**src/rtl/sesp_pkg.sv**
```systemverilog
// shared constants and types for the serial eeprom status and protection block
package sesp_pkg;
   // opcodes, msb first on the serial input
   localparam logic [7:0] SESP_OP_LATCH_SET = 8'h06;
   localparam logic [7:0] SESP_OP_LATCH_CLEAR = 8'h04;
   localparam logic [7:0] SESP_OP_STATUS_READ = 8'h05;
   localparam logic [7:0] SESP_OP_STATUS_WRITE = 8'h01;
   localparam logic [7:0] SESP_OP_ARRAY_WRITE = 8'h02;
   localparam logic [7:0] SESP_OP_ID_WRITE = 8'h82;
   // status byte field positions
   localparam int SESP_BIT_BUSY = 0;
   localparam int SESP_BIT_LATCH = 1;
   localparam int SESP_BIT_PROT_LO = 2;
   localparam int SESP_BIT_PROT_HI = 3;
   localparam int SESP_BIT_LOCK = 7;
   // reset values of the stored protection bits (delivery state)
   localparam logic [1:0] SESP_PROT_RST = 2'h0;
   localparam logic SESP_LOCK_RST = 1'b0;
   // array region limits, 19-bit byte addresses
   localparam logic [18:0] SESP_ADDR_TOP = 19'h7ffff;
   localparam logic [18:0] SESP_BASE_QUARTER = 19'h60000;
   localparam logic [18:0] SESP_BASE_HALF = 19'h40000;
   localparam logic [18:0] SESP_BASE_ALL = 19'h00000;
   // self-timed write cycle
   localparam int SESP_CLK_MHZ = 250;
   localparam int SESP_TW_US = 5000;
   localparam int SESP_TW_CYCLES = SESP_TW_US * SESP_CLK_MHZ;

   typedef struct packed {
      logic lock;
      logic [1:0] prot;
   } sesp_nv_t;

   // spi pins as seen by the device
   typedef struct packed {
      logic cs_n;
      logic sck;
      logic mosi;
   } sesp_spi_t;
endpackage : sesp_pkg

```
**src/rtl/sesp_status_protect.sv**
```systemverilog
// status register and write protection control of a serial eeprom
//
// How it works
// - latch set only by latch-set opcode
// - latch-set waits for deselect before acting
// - latch-clear acts after deselect
// - latch cleared at reset, clear, write end
// - status read accepted even while busy
// - status byte repeats while still selected
// - busy high from accepted deselect to cycle end
// - write opcodes discarded when latch clear
// - protect bits only via status write
// - lock bit and pin low block status writes
// - status write needs latch set first
// - deselect exactly at data byte boundary
// - accepted deselect starts timed write cycle
// - latch cleared when status cycle ends
// - new protect values apply after cycle
// - unused bits dropped, b6..b4 read zero
// - lock clear allows writes any pin level
// - lock set, pin high still allows writes
// - hardware lock when lock bit set and pin low
// - hardware lock left by pin high, by reset, or by a cycle end that clears lock
// - protected region refuses array writes
// - bytes shifted most significant bit first
// - four opcodes decoded, others idle out
// - protect codes map to upper regions
`timescale 1ns/1ps
`default_nettype none
module sesp_status_protect
   import sesp_pkg::*;
#(
   parameter int TW_CYCLES = sesp_pkg::SESP_TW_CYCLES
)(
   // clock and reset
   input wire logic i_ref_clk,
   input wire logic i_rst,
   // spi pins from the master
   input wire logic i_cs_n,
   input wire logic i_sck,
   input wire logic i_mosi,
   input wire logic i_wp_n,
   // serial output, two signals for the shared data line
   output logic o_miso,
   output logic o_miso_oe,
   // array write request from the array engine and its verdict
   input wire logic i_arr_wr_req,
   input wire logic [18:0] i_arr_wr_addr,
   output logic o_arr_wr_ok,
   output logic o_arr_wr_refused,
   // protection state
   output logic o_hardware_lock_mode,
   output logic o_busy_flag,
   output logic [7:0] o_protection_status
);
   import sesp_pkg::*;

   typedef enum {ST_OPCODE, ST_DATA, ST_READ, ST_WAIT} sesp_state_t;

   sesp_spi_t meta_r;
   sesp_spi_t sync_r;
   sesp_spi_t prev_r;
   logic wp_meta_r;
   logic wp_r;
   sesp_state_t state_r;
   logic [7:0] shift_r;
   logic [2:0] bit_cnt_r;
   logic byte_done_r;
   logic [7:0] rd_shift_r;
   logic [2:0] rd_cnt_r;
   logic rd_active_r;
   logic [7:0] opcode_r;
   logic latch_r;
   logic busy_r;
   logic [31:0] tw_cnt_r;
   sesp_nv_t nv_r;
   sesp_nv_t pend_r;
   logic pend_valid_r;
   logic sck_rise;
   logic sck_fall;
   logic cs_rise;
   logic cs_fall;
   logic hw_lock;
   logic [7:0] status_byte;
   logic [7:0] byte_in;

   // protected-region hit test for a protect code, used by the write check
   function automatic logic prot_hit(input logic [1:0] code, input logic [18:0] addr);
      logic hit;
      hit = 1'b0;
      unique case (code)
         2'h0: hit = 1'b0;
         2'h1: hit = (addr >= SESP_BASE_QUARTER) && (addr <= SESP_ADDR_TOP);
         2'h2: hit = (addr >= SESP_BASE_HALF) && (addr <= SESP_ADDR_TOP);
         2'h3: hit = (addr >= SESP_BASE_ALL) && (addr <= SESP_ADDR_TOP);
      endcase
      return hit;
   endfunction : prot_hit

   // two flops on every pin before use
   always_ff @(posedge i_ref_clk)
   begin
      if (i_rst)
      begin
         meta_r <= '{cs_n: 1'b1, sck: 1'b0, mosi: 1'b0};
         sync_r <= '{cs_n: 1'b1, sck: 1'b0, mosi: 1'b0};
         prev_r <= '{cs_n: 1'b1, sck: 1'b0, mosi: 1'b0};
         wp_meta_r <= 1'b1;
         wp_r <= 1'b1;
      end
      else
      begin
         meta_r <= '{cs_n: i_cs_n, sck: i_sck, mosi: i_mosi};
         sync_r <= meta_r;
         prev_r <= sync_r;
         wp_meta_r <= i_wp_n;
         wp_r <= wp_meta_r;
      end
   end

   assign sck_rise = sync_r.sck & ~prev_r.sck & ~sync_r.cs_n;
   assign sck_fall = ~sync_r.sck & prev_r.sck & ~sync_r.cs_n;
   assign cs_rise = sync_r.cs_n & ~prev_r.cs_n;
   assign cs_fall = ~sync_r.cs_n & prev_r.cs_n;
   assign byte_in = {shift_r[6:0], sync_r.mosi};

   // hardware lock whenever the lock bit is set and the pin is low
   assign hw_lock = nv_r.lock & ~wp_r;

   always_comb
   begin
      status_byte = 8'h00;
      status_byte[SESP_BIT_BUSY] = busy_r;
      status_byte[SESP_BIT_LATCH] = latch_r;
      status_byte[SESP_BIT_PROT_LO] = nv_r.prot[0];
      status_byte[SESP_BIT_PROT_HI] = nv_r.prot[1];
      status_byte[SESP_BIT_LOCK] = nv_r.lock;
   end

   // bit counter and input shifter
   always_ff @(posedge i_ref_clk)
   begin
      if (i_rst || sync_r.cs_n)
      begin
         shift_r <= 8'h00;
         bit_cnt_r <= 3'h0;
         byte_done_r <= 1'b0;
      end
      else if (sck_rise)
      begin
         shift_r <= byte_in;
         bit_cnt_r <= bit_cnt_r + 3'h1;
         // marks a byte boundary until the next rising edge
         byte_done_r <= (bit_cnt_r == 3'h7);
      end
   end

   // command sequencer
   always_ff @(posedge i_ref_clk)
   begin
      if (i_rst)
      begin
         state_r <= ST_OPCODE;
         opcode_r <= 8'h00;
         pend_r <= '{lock: SESP_LOCK_RST, prot: SESP_PROT_RST};
         pend_valid_r <= 1'b0;
      end
      else if (sync_r.cs_n)
      begin
         // deselect ends any instruction
         state_r <= ST_OPCODE;
         pend_valid_r <= 1'b0;
      end
      else if (sck_rise && bit_cnt_r == 3'h7)
      begin
         unique case (state_r)
            ST_OPCODE:
            begin
               opcode_r <= byte_in;
               // busy device only answers a status read
               if (byte_in == SESP_OP_STATUS_READ)
                  state_r <= ST_READ;
               else if (byte_in == SESP_OP_STATUS_WRITE && !busy_r)
                  state_r <= ST_DATA;
               else
                  // latch-set and latch-clear wait for deselect
                  state_r <= ST_WAIT;
            end
            ST_DATA:
            begin
               // keep only the stored bits
               pend_r <= '{lock: byte_in[SESP_BIT_LOCK],
                           prot: {byte_in[SESP_BIT_PROT_HI], byte_in[SESP_BIT_PROT_LO]}};
               pend_valid_r <= 1'b1;
               state_r <= ST_WAIT;
            end
            ST_READ: state_r <= ST_READ;
            ST_WAIT: state_r <= ST_WAIT;
         endcase
      end
      else if (sck_rise)
      begin
         // a later clock edge voids the status write
         pend_valid_r <= 1'b0;
      end
   end

   // write enable latch
   always_ff @(posedge i_ref_clk)
   begin
      if (i_rst)
         latch_r <= 1'b0;
      else if (busy_r && tw_cnt_r == 32'h1)
         // cleared as the timed cycle ends
         latch_r <= 1'b0;
      else if (cs_rise && state_r == ST_WAIT && byte_done_r && !busy_r)
      begin
         // only the latch-set opcode sets it
         if (opcode_r == SESP_OP_LATCH_SET)
            latch_r <= 1'b1;
         else if (opcode_r == SESP_OP_LATCH_CLEAR)
            latch_r <= 1'b0;
      end
   end

   // self-timed write cycle and stored bits
   always_ff @(posedge i_ref_clk)
   begin
      if (i_rst)
      begin
         busy_r <= 1'b0;
         tw_cnt_r <= 32'h0;
         // stands in for the non-volatile cells at power-up
         nv_r <= '{lock: SESP_LOCK_RST, prot: SESP_PROT_RST};
      end
      // accepted deselect at the byte boundary starts tw
      // locked with pin low rejects it
      else if (cs_rise && pend_valid_r && byte_done_r && latch_r && !hw_lock && !busy_r)
      begin
         busy_r <= 1'b1;
         tw_cnt_r <= TW_CYCLES;
      end
      else if (busy_r)
      begin
         tw_cnt_r <= tw_cnt_r - 32'h1;
         if (tw_cnt_r == 32'h1)
         begin
            busy_r <= 1'b0;
            // new values land only at cycle end
            nv_r <= pend_r;
         end
      end
   end

   // status read output, shifted on falling sck
   always_ff @(posedge i_ref_clk)
   begin
      if (i_rst || sync_r.cs_n)
      begin
         rd_shift_r <= 8'h00;
         rd_cnt_r <= 3'h0;
         rd_active_r <= 1'b0;
      end
      else if (sck_fall && (state_r == ST_READ))
      begin
         // count wraps to zero while bit 0 still stands, so keep a flag
         rd_active_r <= 1'b1;
         // reload the live status at each byte start
         if (rd_cnt_r == 3'h0)
            rd_shift_r <= {status_byte[6:0], 1'b0};
         else
            rd_shift_r <= {rd_shift_r[6:0], 1'b0};
         rd_cnt_r <= rd_cnt_r + 3'h1;
      end
   end

   always_ff @(posedge i_ref_clk)
   begin
      if (i_rst)
      begin
         o_miso <= 1'b0;
         o_miso_oe <= 1'b0;
      end
      else
      begin
         o_miso_oe <= (state_r == ST_READ) && !sync_r.cs_n && (rd_active_r || sck_fall);
         if (sck_fall && state_r == ST_READ)
            o_miso <= (rd_cnt_r == 3'h0) ? status_byte[7] : rd_shift_r[7];
      end
   end

   // array write check for the array engine
   always_ff @(posedge i_ref_clk)
   begin
      if (i_rst)
      begin
         o_arr_wr_ok <= 1'b0;
         o_arr_wr_refused <= 1'b0;
      end
      else
      begin
         // protected region refused in either mode
         o_arr_wr_ok <= i_arr_wr_req && latch_r && !busy_r
                        && !prot_hit(nv_r.prot, i_arr_wr_addr);
         o_arr_wr_refused <= i_arr_wr_req && !(latch_r && !busy_r
                             && !prot_hit(nv_r.prot, i_arr_wr_addr));
      end
   end

   always_ff @(posedge i_ref_clk)
   begin
      if (i_rst)
      begin
         o_hardware_lock_mode <= 1'b0;
         o_busy_flag <= 1'b0;
         o_protection_status <= 8'h00;
      end
      else
      begin
         o_hardware_lock_mode <= hw_lock;
         o_busy_flag <= busy_r;
         o_protection_status <= status_byte;
      end
   end

endmodule : sesp_status_protect
`default_nettype wire

```
**config.mk**
```make
export PLATFORM = sky130hd
export DESIGN_NAME = sesp_status_protect
export DESIGN_NICKNAME = d
export VERILOG_FILES = /design/src/rtl/sesp_pkg.sv /design/src/rtl/sesp_status_protect.sv
export SDC_FILE = /design/constraint.sdc
export NUM_CORES = 1
export LEC_CHECK = 0
export BUFFER_PORTS_ARGS = -buffer_cell sky130_fd_sc_hd__buf_2
export CORE_MARGIN = 1
export CORE_UTILIZATION = 53
export DETAILED_ROUTE_END_ITERATION = 12
export PLACE_DENSITY = 0.86
export REMOVE_ABC_BUFFERS = 1
export SYNTH_ARGS = -nofsm -noshare
export SYNTH_HDL_FRONTEND = slang
export SYNTH_SLANG_ARGS = --single-unit
```
**constraint.sdc**
```tcl
create_clock -name i_ref_clk -period 2.2 [get_ports i_ref_clk]
set_clock_uncertainty 0.2 [all_clocks]
set_input_delay 0.11 -clock i_ref_clk [delete_from_list [all_inputs] [get_ports i_ref_clk]]
set_output_delay 0.11 -clock i_ref_clk [all_outputs]
set_load 0.02 [all_outputs]
```
# Yosys cells after proc, flatten, opt, wreduce, memory -nomap -nowiden

Cells that the tools add are included.

Register bits after elaboration: 128
Input port bits: 26

Equal/unequal tests: 15
Bitwise gates (word level): 12
Reductions and logical operators: 45
Order comparisons: 4
Mux-type cells: 17
Add/subtract/negate cells: 3

Operators by type and width:

| operator                | count |
|---|---|
| $pmux W32 S3            | 1 |
| $eq A32 B1 Y1 const B   | 2 |
| $eq A32 B2 Y1 const B   | 2 |
| $eq A32 B3 Y1 const B   | 2 |
| $mux W21                | 2 |
| $ge A19 B19 Y1 const B  | 2 |
| $logic_not A32 Y1       | 1 |
| $sub A32 B1 Y32 const B | 1 |
| $eq A8 B3 Y1 const B    | 3 |
| $logic_and A1 B1 Y1     | 23 |
| $ge A19 B1 Y1 const B   | 1 |
| $le A19 B19 Y1 const B  | 1 |
| $mux W1                 | 10 |
| $reduce_and A3 Y1       | 3 |
| $eq A8 B1 Y1 const B    | 1 |
| $mux W8                 | 1 |
| $reduce_or A2 Y1        | 4 |
| $add A3 B1 Y3 const B   | 2 |
| $and A1 B1 Y1           | 6 |
| $not A1 Y1              | 6 |
| $reduce_bool A2 Y1      | 3 |
| $logic_not A1 Y1        | 5 |
| $eq A2 B2 Y1 const B    | 2 |
| $mux W2                 | 2 |
| 8 further kinds         | 10 |

# Depth between registers and ports, before layout

Depth in word-level cells: 9
Depth in mapped cells: 7
Depth with buffers taken out: 6

# Worst setup path after synthesis

No wires, ideal clock.

Path type: register to register
Start: register tw_cnt_r[16]
End: register nv_r[0] in the netlist's numbering
Buffers on the path: 1
Library setup time: 0.121 ns
Required time: 1.879 ns
Stages on the path, launching flop included: 6
Data arrival time: 2.049 ns
Path slack: -0.170 ns
Cell sequence: dfxtp_1 -> or4_1 -> or2_2 -> clkbuf_1 -> nor4_4 -> mux2_2

Cells in the longest elaborated chain, start to end: 2

Ends and longest elaborated chain:

| item                        | RTL line                   | RTL |
|---|---|---|
| start, declared             | sesp_status_protect.sv:75  | `logic [31:0] tw_cnt_r;` |
| start signal, assigned      | sesp_status_protect.sv:245 | `tw_cnt_r <= tw_cnt_r - 32'h1;` |
| $eq A32 B1 Y1               | sesp_status_protect.sv:246 | `if (tw_cnt_r == 32'h1)` |
| $reduce_and A3 Y1 (no line) | -                          |  |
| end signal, assigned        | sesp_status_protect.sv:234 | `nv_r <= '{lock: SESP_LOCK_RST, prot: SESP_PROT_RST};` |
| end signal, assigned        | sesp_status_protect.sv:250 | `nv_r <= pend_r;` |
| end, declared               | sesp_status_protect.sv:76  | `sesp_nv_t nv_r;` |

Every way passes these cells.
A chain may end at the register's enable or synchronous reset.

# Worst setup path after layout

Start: register tw_cnt_r[11]
End: register nv_r[0] in the netlist's numbering

The elaborated chain is that of the path after synthesis.

==> results.md <==
* Status: finished, violations left
* Failing checks: setup timing
* Worst-margin pin slew at 0.941 ns
* First-pass GRT wire length at around 14000 um
* R2r setup slk at -0.15 ns
* P_leak at 1.90 nW
* Sw frac at around 25%
* Port buffer count at 19
* Relative slew slack at 36.5%
* Clock network fraction of design power at just under 40%
* Initial antenna violation count at 0
* Pins Over Slew Limit at 0
* Most frequent cells in the layout: dfxtp_1 (90), nor2_1 (57), buf_4 (37)
* Vias in the first global route at 3166
* Hold Crit Start: meta_r[2]
* Via count at approximately 3400
* Final wirelength at 9150 um
* Final hold violations at 0
* Post-route ant nets at 0
* Die span in y at between 80 and 90 um
* Logic pwr share at about 2.6%
* Num CTS Buffers at 9
* Worst VDD drop at between 0.0006 and 0.0007 V
* Row cnt at 31
* Synth Cell Area at roughly 4000 um^2
* Hold Path Stages at 1
* Mapped Cells at ~430
* CP Class: reg -> reg
* Startpoint types: flip-flop
* Initial Util at a little under three fifths
* Final setup fails at 14
* Clk buf depth at 2
* Synth unique cells at between 50 and 60
* DR vias/cell at ~5.7
* Routability cong. at 0.799
* Avg Inst Size Synth at between 9 and 10 um^2
* Post-route setup slack at -0.153 ns
* Die W at roughly 90 um
* FF-to-FF End: nv_r[0]
* Grt total ovfl at 0
* Layout Area Growth over Synthesis at 21.7%
* Clk_lat worst skew at 0.37 ns
* Worst Hold End: sync_r[2]
* Crit path DAT at about 2.4 ns
* N_diodes at 0
* Internal Power at 2.17 mW
* Crit path capture type: flip-flop
* R2r worst-path depth at 4
* Detailed placer's ending HPWL at between 5000 and 6000 um
* Level count of the clock H-tree at 3
* Pin count of the biggest net entering global routing at 28
* First-pass detailed-route iteration total at 4
* Synth warnings at 0
* Worst r2r src: tw_cnt_r[11]
* Fin crit share at 107%
* Drt drc at 0
* Ys flop type: dfxtp_1
* Pwr dens at between 500 and 600 nW/um^2
* F_max at approximately 420 MHz
* Seq pwr share at around three fifths
* Switching pwr at 0.734 mW
* Required @ worst endpoint at 2.27 ns
* NumNets Final at ~520
* Core area at 7290 um^2
* Commonest non-fill, non-tap cell in the layout: dfxtp_1
* Detailed Route Iter0 Violations at between 150 and 200
* I/O Pins at 40
* Cell area after layout at just under 5000 um^2
* Pre-CTS WS at -0.241 ns
* CP max FO at 5
* Clock transition at path regs at ~0.10 ns
* Root buf cell: clkbuf_8
* Clock tree from TritonCTS: built
* Wire per inst at ~16 um
* Cell taking the most area after synthesis: dfxtp_1
* Register area share after synthesis at around 46%
* Area contributors post-synth: dfxtp_1 (46%), mux2i_1 (7.2%), nor2_1 (5.3%)
* Final Critical Period at 2.35 ns
* Total GRT Usage at 23.0%
* Final TNS setup at -1.09 ns
* Synth async-reset ratio at 0%
* Max-cap violations at 0
* Post-synth EDFFs at 0
* RSZ-0062 raised after global routing: yes
* Layout cells sized above 1 at around 26%
* Worst Hold Class: reg -> reg
* Clock Sinks at 93
* Synth top area share at 46.1%
* Placed inst area at 4430 um^2
* Die area at about 8000 um^2
* Synth Register Bits at between 90 and 100
==> layer usage <==
layer / GRT usage (%) / share of wire, %
met4: 10.5 / 1.8
met5: 0 / 0
met3: 5.26 / 3.7
met2: 40.0 / 52
met1: 27.0 / 42
==> cells in the mapped netlist, drive strengths merged, types with 10 or more instances <==
| master | instances |
|---|---|
| nor3 | 23 |
| nor2 | 57 |
| or4 | 14 |
| mux2i | 29 |
| clkbuf | 15 |
| nand2b | 17 |
| a211oi | 15 |
| dfxtp | 93 |
| a21oi | 17 |
| nor2b | 10 |
| inv | 11 |
| nand2 | 13 |
==> layout make-up <==
class                   instances  area (um^2)
multi-input cells             300         2170
flip-flops and latches         93         1870
clock buffers                   9          124
inverters                      11         41.3
clock inverters                 7         80.1
fillers                       557         2380
well taps                      99          124
repair buffers                 68          504
==> cell families after synthesis <==
kind of cell    count (synthesis)  share of synthesized area [%]
compound gates                 54                           9.67
xor+xnor                        9                           1.95
fa+ha+maj                       9                           2.79
buf+inv                        35                           3.75
flops                          93                           46.1
mux                            31                           7.75
other cells                     1                         0.0929
simple gates                  194                           27.8
==> worst max-delay path, cell delays in order (launching register included) <==
cell and delay, ns:
dfxtp_1 0.32, or4_4 0.58, or3_4 0.39, nor4_4 0.38
mux2_2 0.38
==> power by group through the flow <==
stage                     clock network [mW]  logic [mW]  registers (mW)
after floorplan                            0      0.0314            1.73
after CTS                               1.15      0.0734            1.70
after global routing                    1.21      0.0814            1.70
final                                   1.13      0.0754            1.70
after global placement                     0      0.0597            1.73
after detailed placement                   0      0.0611            1.74
==> repair_timing <==
action,4_1_cts,5_1_grt
gates resized for setup,18,14
setup endpoints to repair,18,22
pin swaps,14,10
endpoints found under the hold margin,14,0
buffers inserted,0,4
hold buffers,10,0
==> worst max path at each step <==
stage	endpoint	slack, ns	cells past startpoint	from
6_report	nv_r[0]	-0.15	4	tw_cnt_r[11]
5_1_grt	nv_r[0]	-0.21	4	tw_cnt_r[11]
4_1_cts	tw_cnt_r[31]	-0.13	4	tw_cnt_r[14]
3_5_place_dp	tw_cnt_r[31]	-0.24	4	tw_cnt_r[16]
3_3_place_gp	tw_cnt_r[27]	-0.20	4	tw_cnt_r[16]
2_1_floorplan	opcode_r[0]	-0.67	4	sync_r[2]
==> state kept, by name, summed over array words and instances (netlist names), 3 cells and up <==
| name | count |
|---|---|
| nv_r | 3 |
| opcode_r | 8 |
| rd_shift_r | 7 |
| bit_cnt_r | 3 |
| shift_r | 7 |
| pend_r | 3 |
| tw_cnt_r | 32 |
| meta_r | 3 |
| o_protection_status | 5 |
| rd_cnt_r | 3 |
==> metrics by stage <==
| step | power, mW | hold WS (ns) | utilization (%) | cells |
|---|---|---|---|---|
| finish | 2.91 | 0.235 | 67.4 | 587 |
| floorplan | 1.77 | -0.0184 | - | 404 |
| detailed placement | 1.80 | 0.0967 | 60.7 | 557 |
| global placement | 1.79 | 0.0954 | 60.7 | 557 |
| CTS | 2.92 | 0.236 | 66.1 | 583 |
| global route | 2.99 | 0.247 | 67.4 | 587 |
No activity file was read; power rests on OpenSTA's default activity.
